$ cat config.mk
export PLATFORM = sky130hd
export DESIGN_NAME = pifb_flag_bank
export DESIGN_NICKNAME = d
export VERILOG_FILES = /design/src/pifb_pkg.sv /design/src/pifb_flag_bank.sv
export SDC_FILE = /design/constraint.sdc
export NUM_CORES = 1
export LEC_CHECK = 0
export BUFFER_PORTS_ARGS = -buffer_cell sky130_fd_sc_hd__buf_2
export CAP_MARGIN = 40
export CORE_UTILIZATION = 46
export DETAILED_ROUTE_END_ITERATION = 8
export GPL_TIMING_DRIVEN = 0
export PLACE_DENSITY = 0.84
export SLEW_MARGIN = 10
export SYNTH_ARGS = -nofsm -noshare
export SYNTH_HDL_FRONTEND = slang
export SYNTH_SLANG_ARGS = --single-unit
$ cat constraint.sdc
create_clock -name i_mclk -period 1.99 [get_ports i_mclk]
set_input_delay 0.398 -clock i_mclk [delete_from_list [all_inputs] [get_ports i_mclk]]
set_output_delay 0.398 -clock i_mclk [all_outputs]
set_load 0.01 [all_outputs]
$ cat src/pifb_pkg.sv
package pifb_pkg;

    localparam int unsigned AXI_AW = 8;
    localparam int unsigned AXI_DW = 32;

    localparam logic [7:0] OFF_FLAGS      = 8'h00;
    localparam logic [7:0] OFF_IRQ_STATUS = 8'h04;
    localparam logic [7:0] OFF_IRQ_CLEAR  = 8'h08;
    localparam logic [7:0] OFF_IRQ_ENABLE = 8'h0C;
    localparam logic [7:0] OFF_CTRL       = 8'h10;
    localparam logic [7:0] OFF_RX_DATA    = 8'h14;

    localparam int unsigned BIT_GATE     = 7;
    localparam int unsigned BIT_CONV     = 6;
    localparam int unsigned BIT_RX_FULL  = 5;
    localparam int unsigned BIT_TX_EMPTY = 4;
    localparam int unsigned BIT_SYNC     = 3;
    localparam int unsigned BIT_CCP      = 2;
    localparam int unsigned BIT_PERIOD   = 1;
    localparam int unsigned BIT_OVF      = 0;
    localparam int unsigned BIT_GIE      = 0;

    localparam logic [7:0] FLAGS_RESET = 8'h00;
    localparam logic [7:0] FLAGS_WMASK = 8'hCF;
    localparam logic [7:0] IRQ_RESET   = 8'h00;
    localparam logic [7:0] CTRL_RESET  = 8'h00;

    localparam logic [12:0] IRQ_VECTOR = 13'h0004;

    localparam logic [1:0] RESP_OKAY   = 2'h0;
    localparam logic [1:0] RESP_SLVERR = 2'h2;

    typedef enum logic [1:0] {
        CCP_CAPTURE = 2'b00,
        CCP_COMPARE = 2'b01,
        CCP_PWM     = 2'b10,
        CCP_OFF     = 2'b11
    } pifb_ccp_mode_t;

    typedef struct packed {
        logic           gate_active;
        logic           conv_done;
        logic           rx_full;
        logic           tx_full;
        logic           sync_done;
        logic           ccp_event;
        pifb_ccp_mode_t ccp_mode;
        logic           period_match;
        logic           overflow;
    } pifb_events_t;

    typedef struct packed {
        logic        wake;
        logic        vector_load;
        logic        pc_advance;
        logic [12:0] vector_addr;
    } pifb_wake_t;

endpackage

$ cat src/pifb_flag_bank.sv
`timescale 1ns/1ps
// What this block does
// - Each flag sets on its event whatever the enables and global enable say.
// - Bit 7 reads 1 while timer A gate inactive; while active it holds until software writes 0; read/write.
// - Bit 6 sets on conversion done, else stays 0; software clears by writing 0.
// - Bit 5 read-only, high while receive buffer full; data read clears it.
// - Bit 4 read-only, low while transmit buffer full, high when it has room.
// - Bit 3 sets when a sync serial transfer completes; software clears it.
// - Bit 2 sets on capture or compare match; unused in pulse-width mode.
// - Bit 1 sets on timer B period match; software clears it.
// - Bit 0 sets on timer A overflow; software clears it.
// - Wake with global enable set loads the interrupt vector, not PC plus one.
// - Wake-up leaves the cause's flag set and other flags unchanged.
module pifb_flag_bank (
    input  wire logic                  i_mclk,
    input  wire logic                  i_nrst,
    input  wire pifb_pkg::pifb_events_t i_ev,
    input  wire logic [7:0]            i_rx_data,
    output logic                       o_rx_pop,
    input  wire logic                  i_sleep_enter,
    output pifb_pkg::pifb_wake_t       o_wake,
    output logic [7:0]                 o_flags,
    output logic                       o_irq,
    input  wire logic                  i_awvalid,
    output logic                       o_awready,
    input  wire logic [7:0]            i_awaddr,
    input  wire logic [2:0]            i_awprot,
    input  wire logic                  i_wvalid,
    output logic                       o_wready,
    input  wire logic [31:0]           i_wdata,
    input  wire logic [3:0]            i_wstrb,
    output logic                       o_bvalid,
    input  wire logic                  i_bready,
    output logic [1:0]                 o_bresp,
    input  wire logic                  i_arvalid,
    output logic                       o_arready,
    input  wire logic [7:0]            i_araddr,
    input  wire logic [2:0]            i_arprot,
    output logic                       o_rvalid,
    input  wire logic                  i_rready,
    output logic [31:0]                o_rdata,
    output logic [1:0]                 o_rresp
);

    // Stored flags, their software-visible view and the per-cycle set vector.
    logic [7:0]  flag_r;
    logic [7:0]  flag_nxt;
    logic [7:0]  flags_rd;
    logic [7:0]  prev_rd_r;
    logic [7:0]  set_v;

    // Interrupt status, enable and global control.
    logic [7:0]  status_r;
    logic [7:0]  enable_r;
    logic [7:0]  ctrl_r;

    // Receive buffer release and sleep state.
    logic        rx_pop_r;
    logic        sleep_r;

    // Register bus holding registers and decoded strobes.
    logic        aw_held_r;
    logic        w_held_r;
    logic [7:0]  awaddr_r;
    logic [31:0] wdata_r;
    logic [3:0]  wstrb_r;
    logic        bvalid_r;
    logic [1:0]  bresp_r;
    logic        rvalid_r;
    logic [31:0] rdata_r;
    logic [1:0]  rresp_r;
    logic        wr_do;
    logic        wr_lane0;
    logic [7:0]  wr_byte;
    logic        ar_hs;
    logic [7:0]  ar_word;
    logic [7:0]  aw_word;
    logic        wake_now;
    pifb_pkg::pifb_wake_t wake_r;

    // Event decode. Sources set independently of any enable.
    // A capture/compare event outside capture and compare modes is dropped.
    // The gate flag is re-set every cycle the gate stays inactive.
    always_comb begin
        set_v                          = 8'h00;
        set_v[pifb_pkg::BIT_GATE]      = ~i_ev.gate_active;
        set_v[pifb_pkg::BIT_CONV]      = i_ev.conv_done;
        set_v[pifb_pkg::BIT_SYNC]      = i_ev.sync_done;
        set_v[pifb_pkg::BIT_CCP]       = i_ev.ccp_event &
            ((i_ev.ccp_mode == pifb_pkg::CCP_CAPTURE) |
             (i_ev.ccp_mode == pifb_pkg::CCP_COMPARE));
        set_v[pifb_pkg::BIT_PERIOD]    = i_ev.period_match;
        set_v[pifb_pkg::BIT_OVF]       = i_ev.overflow;
    end

    // Composite read view: stored flags plus the two live buffer levels.
    always_comb begin
        flags_rd                           = flag_r;
        flags_rd[pifb_pkg::BIT_RX_FULL]    = i_ev.rx_full & ~rx_pop_r;
        flags_rd[pifb_pkg::BIT_TX_EMPTY]   = ~i_ev.tx_full;
    end

    assign aw_word  = {awaddr_r[7:2], 2'b00};
    assign ar_word  = {i_araddr[7:2], 2'b00};
    assign wr_do    = aw_held_r & w_held_r & ~bvalid_r;
    assign wr_lane0 = wr_do & wstrb_r[0];
    assign wr_byte  = wdata_r[7:0];
    assign ar_hs    = i_arvalid & ~rvalid_r;

    // A write replaces the writable bits; an event in the same cycle wins.
    // The mask keeps the two live serial bits out of storage.
    // Only byte lane 0 carries register data.
    always_comb begin
        flag_nxt = flag_r;
        if (wr_lane0 && aw_word == pifb_pkg::OFF_FLAGS) begin
            flag_nxt = wr_byte;
        end
        flag_nxt = (flag_nxt | set_v) & pifb_pkg::FLAGS_WMASK;
    end

    always_ff @(posedge i_mclk) begin
        if (!i_nrst) begin
            flag_r <= pifb_pkg::FLAGS_RESET;
        end else begin
            flag_r <= flag_nxt;
        end
    end

    // Sticky status catches each rising edge of a visible flag.
    // The edge history follows the live view in reset, so a buffer level
    // that is already high at release does not look like a new event.
    // A clear and a new edge in one cycle leave the bit set.
    always_ff @(posedge i_mclk) begin
        if (!i_nrst) begin
            prev_rd_r <= flags_rd;
            status_r  <= pifb_pkg::IRQ_RESET;
        end else begin
            prev_rd_r <= flags_rd;
            if (wr_lane0 && aw_word == pifb_pkg::OFF_IRQ_CLEAR) begin
                status_r <= (status_r & ~wr_byte) | (flags_rd & ~prev_rd_r);
            end else begin
                status_r <= status_r | (flags_rd & ~prev_rd_r);
            end
        end
    end

    // Enable doubles as the wake mask; control keeps only the global enable.
    // Status and receive data words are not writable.
    always_ff @(posedge i_mclk) begin
        if (!i_nrst) begin
            enable_r <= pifb_pkg::IRQ_RESET;
            ctrl_r   <= pifb_pkg::CTRL_RESET;
        end else begin
            if (wr_lane0 && aw_word == pifb_pkg::OFF_IRQ_ENABLE) begin
                enable_r <= wr_byte;
            end
            if (wr_lane0 && aw_word == pifb_pkg::OFF_CTRL) begin
                ctrl_r <= {7'h00, wr_byte[pifb_pkg::BIT_GIE]};
            end
        end
    end

    // The level interrupt is high while any enabled status bit is set.
    // It is built only from registers, so it carries no event glitch.
    assign o_irq   = |(status_r & enable_r);
    assign o_flags = flags_rd;

    // Reading the receive data word releases the receive buffer.
    always_ff @(posedge i_mclk) begin
        if (!i_nrst) begin
            rx_pop_r <= 1'b0;
        end else begin
            rx_pop_r <= ar_hs & (ar_word == pifb_pkg::OFF_RX_DATA);
        end
    end

    assign o_rx_pop = rx_pop_r;

    // Sleep and wake. An enabled pending flag ends sleep.
    // Wake wins over a same-cycle sleep request so no wake is lost.
    // The flags are not touched here: the cause stays set, the rest keep
    // their values.
    assign wake_now = sleep_r & |(flags_rd & enable_r);

    always_ff @(posedge i_mclk) begin
        if (!i_nrst) begin
            sleep_r <= 1'b0;
            wake_r  <= '0;
        end else begin
            if (wake_now) begin
                sleep_r <= 1'b0;
            end else if (i_sleep_enter) begin
                sleep_r <= 1'b1;
            end
            wake_r.wake        <= wake_now;
            wake_r.vector_load <= wake_now & ctrl_r[pifb_pkg::BIT_GIE];
            wake_r.pc_advance  <= wake_now & ~ctrl_r[pifb_pkg::BIT_GIE];
            wake_r.vector_addr <= pifb_pkg::IRQ_VECTOR;
        end
    end

    assign o_wake = wake_r;

    // AXI4-Lite write path: address and data taken in either order.
    // Each channel is held until both are present, then the write lands
    // in the same edge that raises the response.
    // Both readies stay low while a response waits.
    assign o_awready = ~aw_held_r & ~bvalid_r;
    assign o_wready  = ~w_held_r & ~bvalid_r;

    always_ff @(posedge i_mclk) begin
        if (!i_nrst) begin
            aw_held_r <= 1'b0;
            awaddr_r  <= 8'h00;
        end else if (wr_do) begin
            aw_held_r <= 1'b0;
        end else if (i_awvalid && o_awready) begin
            aw_held_r <= 1'b1;
            awaddr_r  <= i_awaddr;
        end
    end

    always_ff @(posedge i_mclk) begin
        if (!i_nrst) begin
            w_held_r <= 1'b0;
            wdata_r  <= 32'h0000_0000;
            wstrb_r  <= 4'h0;
        end else if (wr_do) begin
            w_held_r <= 1'b0;
        end else if (i_wvalid && o_wready) begin
            w_held_r <= 1'b1;
            wdata_r  <= i_wdata;
            wstrb_r  <= i_wstrb;
        end
    end

    always_ff @(posedge i_mclk) begin
        if (!i_nrst) begin
            bvalid_r <= 1'b0;
            bresp_r  <= pifb_pkg::RESP_OKAY;
        end else if (wr_do) begin
            // Unmapped words answer with an error and change nothing.
            bvalid_r <= 1'b1;
            unique case (aw_word)
                pifb_pkg::OFF_FLAGS,
                pifb_pkg::OFF_IRQ_STATUS,
                pifb_pkg::OFF_IRQ_CLEAR,
                pifb_pkg::OFF_IRQ_ENABLE,
                pifb_pkg::OFF_CTRL,
                pifb_pkg::OFF_RX_DATA: bresp_r <= pifb_pkg::RESP_OKAY;
                default:               bresp_r <= pifb_pkg::RESP_SLVERR;
            endcase
        end else if (i_bready) begin
            bvalid_r <= 1'b0;
        end
    end

    assign o_bvalid = bvalid_r;
    assign o_bresp  = bresp_r;

    // AXI4-Lite read path: answer one cycle after the address is taken.
    // Only one read is in flight; the address is refused while data waits.
    // Data are captured at the handshake, so a later event cannot tear them.
    assign o_arready = ~rvalid_r;

    always_ff @(posedge i_mclk) begin
        if (!i_nrst) begin
            rvalid_r <= 1'b0;
            rdata_r  <= 32'h0000_0000;
            rresp_r  <= pifb_pkg::RESP_OKAY;
        end else if (ar_hs) begin
            // Registers sit in the low byte; upper bits read as zero.
            rvalid_r <= 1'b1;
            rresp_r  <= pifb_pkg::RESP_OKAY;
            unique case (ar_word)
                pifb_pkg::OFF_FLAGS:      rdata_r <= {24'h000000, flags_rd};
                pifb_pkg::OFF_IRQ_STATUS: rdata_r <= {24'h000000, status_r};
                pifb_pkg::OFF_IRQ_CLEAR:  rdata_r <= 32'h0000_0000;
                pifb_pkg::OFF_IRQ_ENABLE: rdata_r <= {24'h000000, enable_r};
                pifb_pkg::OFF_CTRL:       rdata_r <= {24'h000000, ctrl_r};
                pifb_pkg::OFF_RX_DATA:    rdata_r <= {24'h000000, i_rx_data};
                default: begin
                    rdata_r <= 32'h0000_0000;
                    rresp_r <= pifb_pkg::RESP_SLVERR;
                end
            endcase
        end else if (i_rready) begin
            rvalid_r <= 1'b0;
        end
    end

    assign o_rvalid = rvalid_r;
    assign o_rdata  = rdata_r;
    assign o_rresp  = rresp_r;

endmodule // pifb_flag_bank

After elaboration in Yosys (flattened, before gate mapping):

Index checks and enable logic that the tools add are counted.

* output and inout bits: 67
* input bits: 84
* word-level logic and storage cells: 94
* flip-flop bits (word level): 108

* reductions and logical operators: 19
* muxes and demuxes: 10
* equality and inequality tests: 11
* bitwise gates (word level): 32

Operator list (count)
* 8-bit case mux with 5 select lines: 1
* 8-bit AND: 4
* 6-bit by 2-bit equality test with 1-bit output, second input constant: 4
* 6-bit by 3-bit equality test with 1-bit output, second input constant: 4
* 8-bit OR: 3
* 8-bit zero test: 2
* 8-bit two-way mux: 2
* 8-bit inverter: 2
* 8-bit OR reduction: 2
* 1-bit AND: 12
* 6-bit by 1-bit equality test with 1-bit output, second input constant: 2
* 6-bit OR reduction: 2
* 1-bit inverter: 10
* 1-bit logical AND: 6
* 1-bit two-way mux: 4
* 2-bit two-way mux: 2
* 2-bit AND reduction: 2
* 2-bit nonzero test: 2
* 2-bit OR reduction: 2
* 3-bit two-way mux: 1
* 2-bit by 1-bit equality test with 1-bit output, second input constant: 1
* 2-bit zero test: 1
* 1-bit OR: 1

Logic depth before layout (Yosys ltp):

* depth in word-level cells: 6
* mapped depth: 6
* mapped depth without buffers: 4

Worst setup path before layout:

Ideal clock, no wire load.

* path kind: input-to-reg
* start: input i_araddr[7]
* end: register rdata_r[6], in the netlist o_rdata[6]
* data required time: 1.916 ns
* stages: 5
* arrival: 1.457 ns
* setup slack: 0.459 ns
* library setup time: 0.074 ns
* buffers on the path: 1
* cells stage by stage: or3_1 -> buf_6 -> nor4_4 -> a22oi_1 -> o21ai_0

* cells in the longest elaborated chain, start to end: 2
* elaborated cells between the ends (all ways): 6
* classes of those cells: eq/ne: 4; mux: 1; reduce/logical: 1

RTL lines
* start: declaration: line pifb_flag_bank.sv:37 `input wire logic [7:0] i_araddr,`
* 6-bit by 3-bit equality test with 1-bit output (tied with other cells): line pifb_flag_bank.sv:275 `unique case (ar_word)`
* 8-bit case mux with 5 select lines *: line pifb_flag_bank.sv:275
* end signal: assignment: line pifb_flag_bank.sv:276 `pifb_pkg::OFF_FLAGS: rdata_r <= {24'h000000, flags_rd};`
* end signal: assignment: line pifb_flag_bank.sv:277 `pifb_pkg::OFF_IRQ_STATUS: rdata_r <= {24'h000000, status_r};`
* end signal: assignment: line pifb_flag_bank.sv:279 `pifb_pkg::OFF_IRQ_ENABLE: rdata_r <= {24'h000000, enable_r};`
* end: declaration: line pifb_flag_bank.sv:70 `logic [31:0] rdata_r;`

Every way passes the cells marked *; elsewhere a longest branch is shown, timed or not.
A chain may end at the register's enable or synchronous reset.

Final worst setup path:

* start: register bvalid_r, in the netlist o_bvalid
* end: register status_r[5]

* cells in the longest elaborated chain, start to end: 5

RTL lines
* start: declaration: line pifb_flag_bank.sv:67 `logic bvalid_r;`
* start signal: assignment: line pifb_flag_bank.sv:239 `bvalid_r <= 1'b0;`
* start signal: assignment: line pifb_flag_bank.sv:243 `bvalid_r <= 1'b1;`
* start signal: assignment: line pifb_flag_bank.sv:254 `bvalid_r <= 1'b0;`
* 1-bit inverter: line pifb_flag_bank.sv:105 `assign wr_do = aw_held_r & w_held_r & ~bvalid_r;`
* 1-bit AND: line pifb_flag_bank.sv:105
* 1-bit AND: line pifb_flag_bank.sv:106 `assign wr_lane0 = wr_do & wstrb_r[0];`
* 1-bit logical AND: line pifb_flag_bank.sv:139 `if (wr_lane0 && aw_word == pifb_pkg::OFF_IRQ_CLEAR) begin`
* 8-bit two-way mux: line pifb_flag_bank.sv:139
* end signal: assignment: line pifb_flag_bank.sv:136 `status_r <= pifb_pkg::IRQ_RESET;`
* end signal: assignment: line pifb_flag_bank.sv:140 `status_r <= (status_r & ~wr_byte) | (flags_rd & ~prev_rd_r);`
* end signal: assignment: line pifb_flag_bank.sv:142 `status_r <= status_r | (flags_rd & ~prev_rd_r);`
* end: declaration: line pifb_flag_bank.sv:53 `logic [7:0] status_r;`

No other way between the ends.

==> metrics <==
run status finished with violations; failing checks DRC; Worst slew margin 0.623; worst hold path type input port to register; Skew-Pair Late Insertion Delay 0.34 ns; largest net degree at the start of global routing 12; gr usage total 0.204; vias in the first global route 2371; highest metal used met4; Fin. Hold Viols 0; Worst R2R Path Depth 6; WL met2 3.36 mm; Metal-1 WL 3.05 mm; number of I/O pins 151; Post-synth top cells 66 x dfxtp_1, 39 x buf_4, 32 x nand2_1; Hold Slack 0.209 ns; Max-Cap Viols 0; initial core utilization 0.482; endpoint class of the critical path register; ANT cells 0; area leader, netlist dfxtp_1; Post-Syn Instances 325; maximum fanout along the worst path 8; Top FF cell, synth dfxtp_1; Die Ht 84.1 um; layout cell share with drive strength beyond 1 0.334; register area share after synthesis 0.427; worst slew pin tran 0.566 ns; drt initial violations 132; P_leak 1.90 nW; Core ar. 0.00642 sq mm; CTS resizes 0; Tcrit/Tclk final 0.798; Synth Warn # 0; Setup crit end status_r[5]; cell with the most instances after synthesis dfxtp_1; htree depth 3; detailed placement HPWL 5.36 mm; total congestion overflow 0; via count 2628; clock root cell clkbuf_8; ANT nets after route 0; Post-route DRC 24; fin nets 531; CTS Buffer Depth 2; final setup violation count 0; flop2flop setup slack 0.40 ns; initial antenna violation count 0; number of synthesized register bits 66; pwr dens 844 mW/mm^2; critical path class register to register; Clock Sinks 66; ys async rst share 0; Crit Reg-Reg Startpoint o_bvalid; CP required 2.23 ns; Netlist cell types 48; Avg WL per Cell 13.2 um; Synth top area share 0.427; hold_buf cts 0; Layout area overhead 28.2%; terminus of the critical flop-to-flop path status_r[5]; Worst Setup Start Kind register; Avg Cell Area, Syn 9.53 sq um; total negative slack 0 ns; post-DR vias/cell 4.97; maximum clock rate 630 MHz; min cycle time layout 1.59 ns; critical path arrival 1.83 ns; peak supply drop 0.557 mV; cell area after synthesis 0.00310 sq mm; CP Launch Point o_bvalid; Die Width 84.1 um; RePlAce Congestion 0.900; hold path start i_nrst; Slew Viols, Final 0; IO Port Bufs 74; top area cells in the synthesized netlist dfxtp_1 43%, buf_4 9.5%, mux2i_1 6.5%; met3 WL 503 um; die area 0.00706 sq mm; Fillers 554; CTS tree done; RSZ-0062 raised after global routing no; post-CTS setup buffers 0; DRT Pass-1 Iters 7; # rows 29; EDFF count, synth 0; clock-pin slew on the worst setup and hold paths 0.07 ns; CTS Buf Count 9; DRT Wirelength 6.98 mm; clk_skew 0.00862 ns; first-pass GRT wire length 11.2 mm
[per-layer routing]
layer	track usage	vias to the layer above
met5	0	-
met4	0.0721	0
met3	0.0653	8
met2	0.336	105
met1	0.250	1204
li1	-	1311
[worst max-delay path, cell delays in order, from the launching register on]
cell and delay, ns:
dfxtp_1 0.35, and3b_1 0.22, buf_2 0.19, and4b_1 0.21
clkbuf_2 0.20, nand2_1 0.08, a32o_1 0.25
[through the flow]
| stage | instance area [sq um] | instances | setup slack [ns] | utilization | power, mW |
|---|---|---|---|---|---|
| 3_5_place_dp | 3700 | 513 | 0.162 | 0.576 | 1.87 |
| 4_1_cts | 3970 | 529 | 0.379 | 0.618 | 3.36 |
| 2_1_floorplan | 3240 | 362 | 0.459 | - | 1.74 |
| 3_3_place_gp | 3700 | 513 | 0.250 | 0.576 | 1.86 |
| 5_1_grt | 3970 | 529 | 0.287 | 0.618 | 3.47 |
| 6_report | 3970 | 529 | 0.402 | 0.618 | 3.35 |
[placed cells by master (no fill, tap or decap), drive strengths merged, types with 2 or more instances in the layout]
cell type	instances
a21boi	13
a21oi	13
a22o	7
a22oi	16
a31o	6
a32oi	2
and2	6
buf	118
bufinv	4
clkbuf	19
conb	38
dfxtp	66
inv	10
mux2	4
mux2i	20
nand2	32
nand2b	4
nand3b	3
nand4	3
nor2	7
nor2b	22
nor3	3
nor4	3
o21a	6
o21ai	12
[registers in the layout, summed over array words and instances (netlist names), 4 cells and up]
signal     cells
flag_r         6
enable_r       8
o_rdata        8
prev_rd_r      8
wdata_r        8
status_r       8
o_wake         4
awaddr_r       6
[cell type report]
cell class | instances | area, sq um | share of cell area
multi-input combinational | 234 | 1520 | 0.384
sequential | 66 | 1320 | 0.333
timing repair buffer | 74 | 370 | 0.0933
buffer | 52 | 353 | 0.0889
clock buffer | 11 | 141 | 0.0356
clock inverter | 5 | 125 | 0.0315
tap | 77 | 96.3 | 0.0243
inverter | 10 | 37.5 | 0.00946
[worst min-delay path by stage]
stage	depth (start not counted)	slack, ns	to
6_report	1	0.21	o_wake[2]
5_1_grt	1	0.20	o_wake[2]
4_1_cts	1	0.20	o_wake[2]
3_5_place_dp	0	0.42	prev_rd_r[1]
3_3_place_gp	0	0.42	prev_rd_r[1]
2_1_floorplan	0	0.43	prev_rd_r[6]
[where the power goes]
group          leakage [nW]  total [mW]  internal [mW]  switching [mW]
clock                 0.134        1.50          0.992           0.512
combinational          1.23       0.387          0.193           0.194
sequential            0.543        1.46           1.39          0.0687
total                  1.90        3.35           2.58           0.774
[cells by family (layout without fill, tap and decap cells)]
logic type,after synthesis,after routing,share of synthesized area
simple gates,89,89,0.177
buf+inv,62,152,0.126
other cells,1,38,0.00121
compound gates,83,83,0.190
flops,66,66,0.427
mux,24,24,0.0792
No activity file was read; power rests on OpenSTA's default activity.
